## src/common/atsq_pkg.sv

```systemverilog
// Shared types and constants of the analyzer trigger sequencer
package atsq_pkg;

  // ************************************************************
  // Sizes and reset values
  // ************************************************************
  localparam int DATA_W = 16;          // Probed channels
  localparam int NLVL   = 4;           // Sequence levels
  localparam int LVL_W  = 2;
  localparam int TMR_W  = 24;          // Timer width, 25 ns per count
  localparam int CNT_W  = 8;           // Occurrence counter width
  localparam int DUR_W  = 8;           // Duration qualifier width, cycles
  localparam logic [LVL_W-1:0] LVL_FIRST = 2'h0;
  localparam logic [LVL_W-1:0] LVL_LAST  = 2'h3;
  localparam logic [CNT_W-1:0] OCC_ONE   = 8'h01;
  localparam logic [TMR_W-1:0] TMR_ONE   = 24'h000001;
  localparam logic [DUR_W-1:0] DUR_ONE   = 8'h01;

  // ************************************************************
  // Enumerations
  // ************************************************************
  typedef enum logic [1:0] {
    EDGE_OFF    = 2'b00,
    EDGE_RISE   = 2'b01,
    EDGE_FALL   = 2'b10,
    EDGE_EITHER = 2'b11
  } atsq_edge_mode_t;

  typedef enum logic [3:0] {
    TERM_NONE     = 4'h0,
    TERM_ANY      = 4'h1,
    TERM_PAT      = 4'h2,
    TERM_NOT_PAT  = 4'h3,
    TERM_EDGE_TERM_FIRST    = 4'h4,
    TERM_EDGE_TERM_SECOND    = 4'h5,
    TERM_EDGE_AND = 4'h6,
    TERM_TMR1_GT  = 4'h7,
    TERM_TMR2_GT  = 4'h8,
    TERM_WIDTH    = 4'h9
  } atsq_term_t;

  typedef enum logic [1:0] {
    ARM_NONE  = 2'b00,
    ARM_AND   = 2'b01,
    ARM_ALONE = 2'b10
  } atsq_arm_t;

  typedef enum logic {
    ANA_STATE  = 1'b0,
    ANA_TIMING = 1'b1
  } atsq_ana_t;

  typedef enum logic [1:0] {
    SEQ_IDLE = 2'b00,
    SEQ_RUN  = 2'b01,
    SEQ_TRIG = 2'b10
  } atsq_seq_t;

  // ************************************************************
  // Carriers
  // ************************************************************
  typedef struct packed {
    atsq_term_t        findTerm;   // Advance or trigger term
    atsq_term_t        elseTerm;   // Else branch term
    logic [CNT_W-1:0]  occurs;     // Required occurrences, 0 acts as 1
    logic              trigLvl;    // Level triggers instead of advancing
    logic              tooLate;    // Find-too-late macro level
    logic              tlTimer;    // Timer used by the macro
    logic [1:0]        tmrStart;   // Timers started on entry
    logic [LVL_W-1:0]  elseGoto;
  } atsq_lvl_t;

  typedef struct packed {
    logic [DATA_W-1:0] value;
    logic [DATA_W-1:0] mask;       // 1 = channel compared
    logic              durEn;
    logic [DUR_W-1:0]  dur;        // Must stay matched longer than this
  } atsq_pat_t;

  typedef struct packed {
    logic [DATA_W-1:0][1:0] mode;  // atsq_edge_mode_t per channel
  } atsq_edge_t;

  typedef struct packed {
    atsq_seq_t              seq;
    logic [LVL_W-1:0]       level;
    logic [CNT_W-1:0]       occCnt;
    logic [1:0][TMR_W-1:0]  tmrCnt;
    logic [1:0]             tmrRun;
    logic                   tlArmed;
    logic [DUR_W-1:0]       patRun;
    logic [DATA_W-1:0]      sync1;
    logic [DATA_W-1:0]      sync2;
    logic [DATA_W-1:0]      sync3;
    logic [DATA_W-1:0]      dataAcc;
    logic [DATA_W-1:0]      dataPrev;
    logic [2:0]             armSync;
    logic                   armAcc;
    logic                   armPrev;
    logic                   trigPulse;
    logic                   armOut;
    logic                   refused;
  } atsq_state_t;

  localparam atsq_state_t ST_RST = '0;

endpackage : atsq_pkg

```

## src/verilog/atsq_sequencer.sv

```systemverilog
// Trigger sequencer: terms, levels, timers, cross arming
// Notes on behaviour
// - Too-late level starts its timer on first event; trigger if second is late.
// - Entering a level starts the timers selected for that level.
// - Timer-over trigger with data else branch: trigger only if data stays absent.
// - Advance to next level once find term is seen the programmed number of times.
// - Checking level triggers if minimum timer is under or maximum over limit.
// - Duration-qualified pattern true only after staying matched longer than duration.
// - Two edge terms ANDed are true only when both occur in one sample.
// - Each edge channel matches rising, falling or either transition.
// - On trigger the outgoing arm level goes true and stays true.
// - Arm-alone mode triggers at once on the state when arm arrives.
// - Both analyzers as timing is refused; state plus timing or two state allowed.
// - Incoming arm level is ANDed with the current level's term.
module atsq_sequencer
  import atsq_pkg::*;
(
  // Clock and reset
  input  wire logic                    mclk,
  input  wire logic                    rst,
  // Target probes and arm from the other instrument (asynchronous)
  input  wire logic [DATA_W-1:0]       probe,
  input  wire logic                    armIn,
  // Run control
  input  wire logic                    runStart,
  // Programming
  input  wire atsq_pkg::atsq_lvl_t [NLVL-1:0] lvlCfg,
  input  wire atsq_pkg::atsq_pat_t      patCfg,
  input  wire atsq_pkg::atsq_edge_t     edgeTermFirst,
  input  wire atsq_pkg::atsq_edge_t     edgeTermSecond,
  input  wire logic [1:0][TMR_W-1:0]   tmrLimit,
  input  wire atsq_pkg::atsq_arm_t      armMode,
  input  wire atsq_pkg::atsq_ana_t      anaFirst,
  input  wire atsq_pkg::atsq_ana_t      anaSecond,
  // Status
  output logic                         running,
  output logic                         triggered,
  output logic                         trigPulse,
  output logic                         armOut,
  output logic                         cfgRefused,
  output logic [LVL_W-1:0]             curLevel
);

  atsq_state_t st;
  atsq_state_t next_st;
  logic        patMatch;
  logic        patHit;
  logic        e1Hit;
  logic        e2Hit;
  logic        widthBad;
  logic [1:0]  tmrOver;
  logic        findHit;
  logic        elseHit;
  logic        armRise;
  atsq_lvl_t   cur;

  // ************************************************************
  // Term decode, shared by the find and else branches
  // ************************************************************
  function automatic logic termEval(input atsq_term_t sel, input logic pat,
                                    input logic e1, input logic e2,
                                    input logic [1:0] over, input logic wbad);
    logic r;
    r = 1'b0;
    case (sel)
      TERM_NONE:     r = 1'b0;
      TERM_ANY:      r = 1'b1;
      TERM_PAT:      r = pat;
      TERM_NOT_PAT:  r = ~pat;
      TERM_EDGE_TERM_FIRST:    r = e1;
      TERM_EDGE_TERM_SECOND:    r = e2;
      TERM_EDGE_AND: r = e1 & e2;
      TERM_TMR1_GT:  r = over[0];
      TERM_TMR2_GT:  r = over[1];
      TERM_WIDTH:    r = wbad;
      default:       r = 1'b0;
    endcase
    return r;
  endfunction : termEval

  // ************************************************************
  // Edge terms, both fed by the accepted sample and its predecessor
  // ************************************************************
  atsq_edge_match u_edge_first (
    .prevData (st.dataPrev),
    .curData  (st.dataAcc),
    .edgeCfg  (edgeTermFirst),
    .hit      (e1Hit)
  );

  atsq_edge_match u_edge_second (
    .prevData (st.dataPrev),
    .curData  (st.dataAcc),
    .edgeCfg  (edgeTermSecond),
    .hit      (e2Hit)
  );

  // ************************************************************
  // Term evaluation on the current state
  // ************************************************************
  always_comb
  begin
    logic [DUR_W-1:0] runNow;
    runNow   = '0;
    cur      = lvlCfg[st.level];
    patMatch = ((st.dataAcc ^ patCfg.value) & patCfg.mask) == '0;
    // Counting the current sample too keeps "longer than" strict
    if (patMatch)
    begin
      runNow = (st.patRun == '1) ? st.patRun : st.patRun + DUR_ONE;
    end
    patHit   = patMatch & (~patCfg.durEn | (runNow > patCfg.dur));
    tmrOver[0] = st.tmrCnt[0] > tmrLimit[0];
    tmrOver[1] = st.tmrCnt[1] > tmrLimit[1];
    widthBad = (st.tmrCnt[0] < tmrLimit[0]) | tmrOver[1];
    // Arm level gates whatever term the level already uses
    findHit  = termEval(cur.findTerm, patHit, e1Hit, e2Hit, tmrOver, widthBad) &
               ((armMode != ARM_AND) | st.armAcc);
    elseHit  = termEval(cur.elseTerm, patHit, e1Hit, e2Hit, tmrOver, widthBad);
    armRise  = st.armAcc & ~st.armPrev;
  end

  // ************************************************************
  // Next state
  // ************************************************************
  always_comb
  begin
    logic             doTrig;
    logic             doGo;
    logic [LVL_W-1:0] goTo;
    logic [CNT_W-1:0] occNext;
    logic [DUR_W-1:0] runNow;
    doTrig  = 1'b0;
    doGo    = 1'b0;
    goTo    = LVL_FIRST;
    occNext = st.occCnt + OCC_ONE;
    runNow  = '0;
    next_st = st;
    next_st.trigPulse = 1'b0;

    // Three-stage synchronisers; a bit moves once stages two and three agree
    next_st.sync1    = probe;
    next_st.sync2    = st.sync1;
    next_st.sync3    = st.sync2;
    next_st.dataAcc  = (~(st.sync2 ^ st.sync3) & st.sync2) |
                       ((st.sync2 ^ st.sync3) & st.dataAcc);
    next_st.dataPrev = st.dataAcc;
    next_st.armSync  = {st.armSync[1:0], armIn};
    if (st.armSync[1] == st.armSync[2])
    begin
      next_st.armAcc = st.armSync[1];
    end
    next_st.armPrev = st.armAcc;

    // Pattern stability counter
    if (patMatch)
    begin
      runNow = (st.patRun == '1) ? st.patRun : st.patRun + DUR_ONE;
    end
    next_st.patRun = runNow;

    // Free-running timers saturate rather than wrap
    for (int i = 0; i < 2; i++)
    begin
      if (st.tmrRun[i] && st.tmrCnt[i] != '1)
      begin
        next_st.tmrCnt[i] = st.tmrCnt[i] + TMR_ONE;
      end
    end

    // Two timing analyzers cannot coexist
    next_st.refused = (anaFirst == ANA_TIMING) && (anaSecond == ANA_TIMING);

    case (st.seq)
      SEQ_IDLE, SEQ_TRIG:
      begin
        // Waiting for a run; a triggered sequencer holds its result
      end
      SEQ_RUN:
      begin
        if (armMode == ARM_ALONE)
        begin
          doTrig = armRise;
        end
        else if (cur.tooLate)
        begin
          if (!st.tlArmed)
          begin
            if (findHit)
            begin
              // First event starts the selected timer by itself
              next_st.tlArmed           = 1'b1;
              next_st.tmrCnt[cur.tlTimer] = '0;
              next_st.tmrRun[cur.tlTimer] = 1'b1;
            end
          end
          else if (elseHit)
          begin
            // Second event in time: wait for the next first event
            next_st.tlArmed             = 1'b0;
            next_st.tmrRun[cur.tlTimer] = 1'b0;
          end
          else if (tmrOver[cur.tlTimer])
          begin
            doTrig = cur.trigLvl;
            doGo   = ~cur.trigLvl;
            goTo   = (st.level == LVL_LAST) ? st.level : st.level + 2'h1;
          end
        end
        else if (findHit)
        begin
          next_st.occCnt = occNext;
          if (occNext >= cur.occurs)
          begin
            doTrig = cur.trigLvl;
            doGo   = ~cur.trigLvl;
            goTo   = (st.level == LVL_LAST) ? st.level : st.level + 2'h1;
          end
        end
        else if (elseHit)
        begin
          // Expected data seen before the limit: back to the goto level
          doGo = 1'b1;
          goTo = cur.elseGoto;
        end
      end
      default:
      begin
        next_st.seq = SEQ_IDLE;
      end
    endcase

    // Level entry clears occurrences and starts the chosen timers
    if (doGo)
    begin
      next_st.level   = goTo;
      next_st.occCnt  = '0;
      next_st.tlArmed = 1'b0;
      for (int i = 0; i < 2; i++)
      begin
        if (lvlCfg[goTo].tmrStart[i])
        begin
          next_st.tmrCnt[i] = '0;
          next_st.tmrRun[i] = 1'b1;
        end
      end
    end

    if (doTrig)
    begin
      next_st.seq       = SEQ_TRIG;
      next_st.trigPulse = 1'b1;
      next_st.armOut    = 1'b1;
      next_st.tmrRun    = '0;
    end

    // Run start wins over everything unless the set-up is refused, and restarts at level one
    if (runStart && !st.refused)
    begin
      next_st.seq     = SEQ_RUN;
      next_st.level   = LVL_FIRST;
      next_st.occCnt  = '0;
      next_st.tlArmed = 1'b0;
      next_st.armOut  = 1'b0;
      next_st.trigPulse = 1'b0;
      for (int i = 0; i < 2; i++)
      begin
        next_st.tmrCnt[i] = '0;
        next_st.tmrRun[i] = lvlCfg[LVL_FIRST].tmrStart[i];
      end
    end
  end

  // ************************************************************
  // State register
  // ************************************************************
  always_ff @(posedge mclk)
  begin
    if (rst)
    begin
      st <= ST_RST;
    end
    else
    begin
      st <= next_st;
    end
  end

  // Outputs straight from the state flops; run and trigger codes each own one bit
  assign running    = st.seq[0];
  assign triggered  = st.seq[1];
  assign trigPulse  = st.trigPulse;
  assign armOut     = st.armOut;
  assign cfgRefused = st.refused;
  assign curLevel   = st.level;
endmodule : atsq_sequencer

```

## src/verilog/atsq_edge_match.sv

```systemverilog
// Per-channel transition matcher for one edge term
module atsq_edge_match
  import atsq_pkg::*;
(
  // Samples
  input  wire logic [DATA_W-1:0] prevData,
  input  wire logic [DATA_W-1:0] curData,
  // Programming
  input  wire atsq_pkg::atsq_edge_t edgeCfg,
  // Result
  output logic                   hit
);

  logic [DATA_W-1:0] chHit;

  // ************************************************************
  // One matcher per channel; a disabled channel never matches
  // ************************************************************
  genvar ch;
  generate
    for (ch = 0; ch < DATA_W; ch++)
    begin : g_ch
      logic rise;
      logic fall;
      assign rise = ~prevData[ch] & curData[ch];
      assign fall = prevData[ch] & ~curData[ch];
      assign chHit[ch] = (edgeCfg.mode[ch][0] & rise) |
                         (edgeCfg.mode[ch][1] & fall);
    end
  endgenerate

  // Any selected transition makes the term true in this sample
  assign hit = |chHit;

endmodule : atsq_edge_match

```

## config.mk

```make
export PLATFORM = sky130hd
export DESIGN_NAME = atsq_sequencer
export DESIGN_NICKNAME = d
export VERILOG_FILES = /design/src/common/atsq_pkg.sv /design/src/verilog/atsq_sequencer.sv /design/src/verilog/atsq_edge_match.sv
export SDC_FILE = /design/constraint.sdc
export NUM_CORES = 1
export LEC_CHECK = 0
export ABC_AREA = 1
export BUFFER_PORTS_ARGS = -buffer_cell sky130_fd_sc_hd__buf_2
export CAP_MARGIN = 20
export CORE_MARGIN = 5
export CORE_UTILIZATION = 35
export CTS_CLUSTER_DIAMETER = 120
export CTS_CLUSTER_SIZE = 16
export DETAILED_ROUTE_END_ITERATION = 6
export GPL_ROUTABILITY_DRIVEN = 0
export PLACE_DENSITY_LB_ADDON = 0.2
export SLEW_MARGIN = 20
export SYNTH_ARGS = -nofsm -noshare
export SYNTH_HDL_FRONTEND = slang
export SYNTH_HIERARCHICAL = 1
export SYNTH_SLANG_ARGS = --single-unit
```

## constraint.sdc

```tcl
create_clock -name mclk -period 4.15 [get_ports mclk]
set_input_delay 0.415 -clock mclk [delete_from_list [all_inputs] [get_ports mclk]]
set_output_delay 0.415 -clock mclk [all_outputs]
set_load 0.01 [all_outputs]
```

==> results.sh <==
export IMPL_outcome="completed"
export IMPL_worst_pin_slew_ps=864
export IMPL_p_per_area_nw_per_um2=281
export IMPL_synth_cells=1563
export IMPL_swShare=0.296
export IMPL_root_buffer="clkbuf_16"
export IMPL_min_period_ps=3920
export IMPL_synth_flop_cell="dfxtp_1"
export IMPL_fp_dieH_um=180
export IMPL_critPathRequiredTime_ps=4540
export IMPL_yosys_area_top_type="dfxtp_1"
export IMPL_syn2layout_area_growth_pct=30.5
export IMPL_end_kind="register"
export IMPL_fin_skew_ps=19.3
export IMPL_p_seq_frac=0.421
export IMPL_avgSynthCellArea_um2=6.46
export IMPL_hold_viol=0
export IMPL_drt_pass1_iterations=5
export IMPL_synth_top_family_by_area="simple AND/OR/NAND/NOR gates"
export IMPL_ys_seq_area_frac=0.315
export IMPL_dpl_hpwl_um=23300
export IMPL_max_clock_path_buffers=2
export IMPL_floorplan_rows=62
export IMPL_synth_seq_cells=159
export IMPL_met3_usage=0.0366
export IMPL_synth_edf_count=0
export IMPL_rsz0062_at_grt="true"
export IMPL_cts_htree_levels=4
export IMPL_vias_per_cell=4.53
export IMPL_wire_per_inst_um=12.9
export IMPL_clkTransAtPathRegs_ps=90
export IMPL_vias=10300
export IMPL_hold_class="input pin to register"
export IMPL_grtUsageTotal=0.173
export IMPL_clock_fmax_ghz=0.255
export IMPL_synth_fa_ha_area_frac=0.0842
export IMPL_leakagePower_nw=6.88
export IMPL_start_util=0.353
export IMPL_cts_made_buffers=17
export IMPL_synth_top_cells_by_area="dfxtp_1 (32%), nand2_1 (12%), inv_1 (11%)"
export IMPL_clk_latency_ps=450
export IMPL_cp_num_buf_inv=4
export IMPL_synth_simple_area_share=0.319
export IMPL_critPathSlowestCell="dfxtp_1"
export IMPL_yosys_warnings=6
export IMPL_place_ws_ps=-122
export IMPL_fin_hold_ws_ps=158
export IMPL_clock_power_share=0.462
export IMPL_numClockSinks=159
export IMPL_drv_cap=0
export IMPL_totalPowerFinal_w=0.00370
export IMPL_arrival_ps=4300
export IMPL_drive_gt1_frac=0.268
export IMPL_syn_area_um2=10100
export IMPL_slowest_delay_ps=360
export IMPL_cp_max_fo=6
export IMPL_grtUsageMet1=0.223
export IMPL_cts_tree="yes"
export IMPL_finalSetupViolCount=0
export IMPL_use_met2=0.294
export IMPL_slew_headroom=0.424
export IMPL_ir_drop_mv=0.237
export IMPL_p_comb_frac=0.117
export IMPL_worst_slack_ps=234
export IMPL_nets=2217
export IMPL_power_internal_w=0.00261
export IMPL_n_antenna_cell=0
export IMPL_crit_family="simple AND/OR/NAND/NOR gates"
export IMPL_holdBufCountCts=0
export IMPL_criticalPathCategory="register to register"
export IMPL_synth_top_area_frac=0.315
export IMPL_synth_compound_area_frac=0.0945
export IMPL_grt_max_degree=80
export IMPL_syn_nets=1900
export IMPL_period_share=0.944
export IMPL_synth_xor_area_frac=0.0381
export IMPL_synthMuxAreaShare=0.00111
export IMPL_die_w_um=180
export IMPL_netSwitchingPower_w=0.00110
export IMPL_synth_cell_types=53
export IMPL_num_io_pins=276
export IMPL_first_iter_violations=423
export IMPL_drv_slew=0
export IMPL_async_flop_share=0
export IMPL_first_global_vias=9843
export IMPL_crit_top_cell="nand2_1"
export IMPL_drc_errors=0
export IMPL_dieArea_um2=32400
export IMPL_grt_pass1_wl_um=46700
export IMPL_gr_total_overflow=0
export IMPL_ant_nets=0
export IMPL_portBuffers=275
export IMPL_routed_wl_um=29400
export IMPL_startpoint_type="register"
export IMPL_antenna_found_initial=0
export IMPL_core_um2=28600
export IMPL_busiest_layer="met2"
[per-stage QoR]
step                      setup TNS [ps]  instances  area, µm²   util
after floorplan                        0       1563      10100      -
after global placement              -335       2232      12100  0.423
after detailed placement           -4320       2232      12100  0.423
after CTS                              0       2264      12800  0.447
after global routing               -3000       2277      13200  0.460
final                                  0       2277      13200  0.460
[what timing repair did]
item,4_1_cts,5_1_grt
pin swaps,0,28
endpoints found under the setup margin,45,65
gates cloned,0,3
buffers inserted,0,10
resized for setup,6,93
[power by group through the flow]
stage	clock (W)	combinational, W	sequential [W]
after floorplan	0	0.000206	0.00160
after global placement	0	0.000407	0.00160
final	0.00171	0.000435	0.00156
after CTS	0.00176	0.000415	0.00156
after detailed placement	0	0.000412	0.00160
after global routing	0.00183	0.000493	0.00156
[cell type report]
class                   instances  area (µm²)
clock buffers                  17         425
well taps                     384         480
flip-flops and latches        159        3220
repair buffers                327        1830
inverters                     354        1340
fillers                      3021       15400
multi-input cells            1021        5660
clock inverters                15         228
[layer usage]
layer  part of all wire  vias up
met5                  0        -
met4              0.015        0
met3              0.048       33
met2               0.48      221
met1               0.46     4574
li1                   -     5479
[synth_stat cells, types with 2 or more instances]
library cell,count
o31ai_1,2
inv_2,49
buf_2,3
nor3_1,32
nand3b_1,25
a221oi_1,9
o21a_1,4
dfxtp_1,159
nor3b_1,3
nor3_2,2
nand3_1,94
o22ai_1,3
o21ai_0,49
a31oi_1,7
clkbuf_1,17
nand2_2,5
nor4_1,8
nand3_2,2
a21o_1,2
xor2_1,33
o211ai_1,2
a22o_1,2
a22oi_1,3
buf_6,6
a211oi_1,2
or2_2,6
and2_1,3
buf_4,3
ha_1,68
a21oi_2,2
o21ai_1,2
inv_1,304
o2111ai_1,2
nor2_1,220
a21oi_1,61
nand4_1,16
nand2_1,327
xnor2_1,11
[worst paths after layout]
path	endpoint	slack, ps	from	cells after the start
max	st[146]	230	st[95]	33
min reg2reg	next_st[41]	400	next_st[57]	2
min	next_st[64]	160	probe[8]	3
max reg2reg	st[146]	230	st[95]	33
[worst min-delay path, stage by stage]
cell and delay, ps:
buf_2 70, inv_1 30, nor2_1 60
[cell usage in the layout, fill, tap and decap left out, types with 9 or more instances in the layout]
| master | netlist | routed |
|---|---|---|
| nand3_1 | 94 | 89 |
| nor3_1 | 32 | 29 |
| a21oi_1 | 61 | 58 |
| ha_1 | 68 | 67 |
| xor2_1 | 33 | 32 |
| nand4_1 | 16 | 16 |
| o21ai_0 | 49 | 46 |
| nand3b_1 | 25 | 25 |
| inv_2 | 49 | 54 |
| clkbuf_16 | 0 | 19 |
| nor2_1 | 220 | 216 |
| buf_4 | 3 | 46 |
| xnor2_1 | 11 | 11 |
| dfxtp_1 | 159 | 145 |
| nand2_1 | 327 | 294 |
| buf_2 | 3 | 275 |
| a221oi_1 | 9 | 9 |
| inv_1 | 304 | 297 |
| nand2_2 | 5 | 35 |
[cells by family after synthesis]
family,after synthesis
buf+inv,383
mux,1
fa+ha+maj,68
simple gates,749
flops,159
xor+xnor,44
compound gates,159
Note: power is estimated with default switching activity, not from simulation.
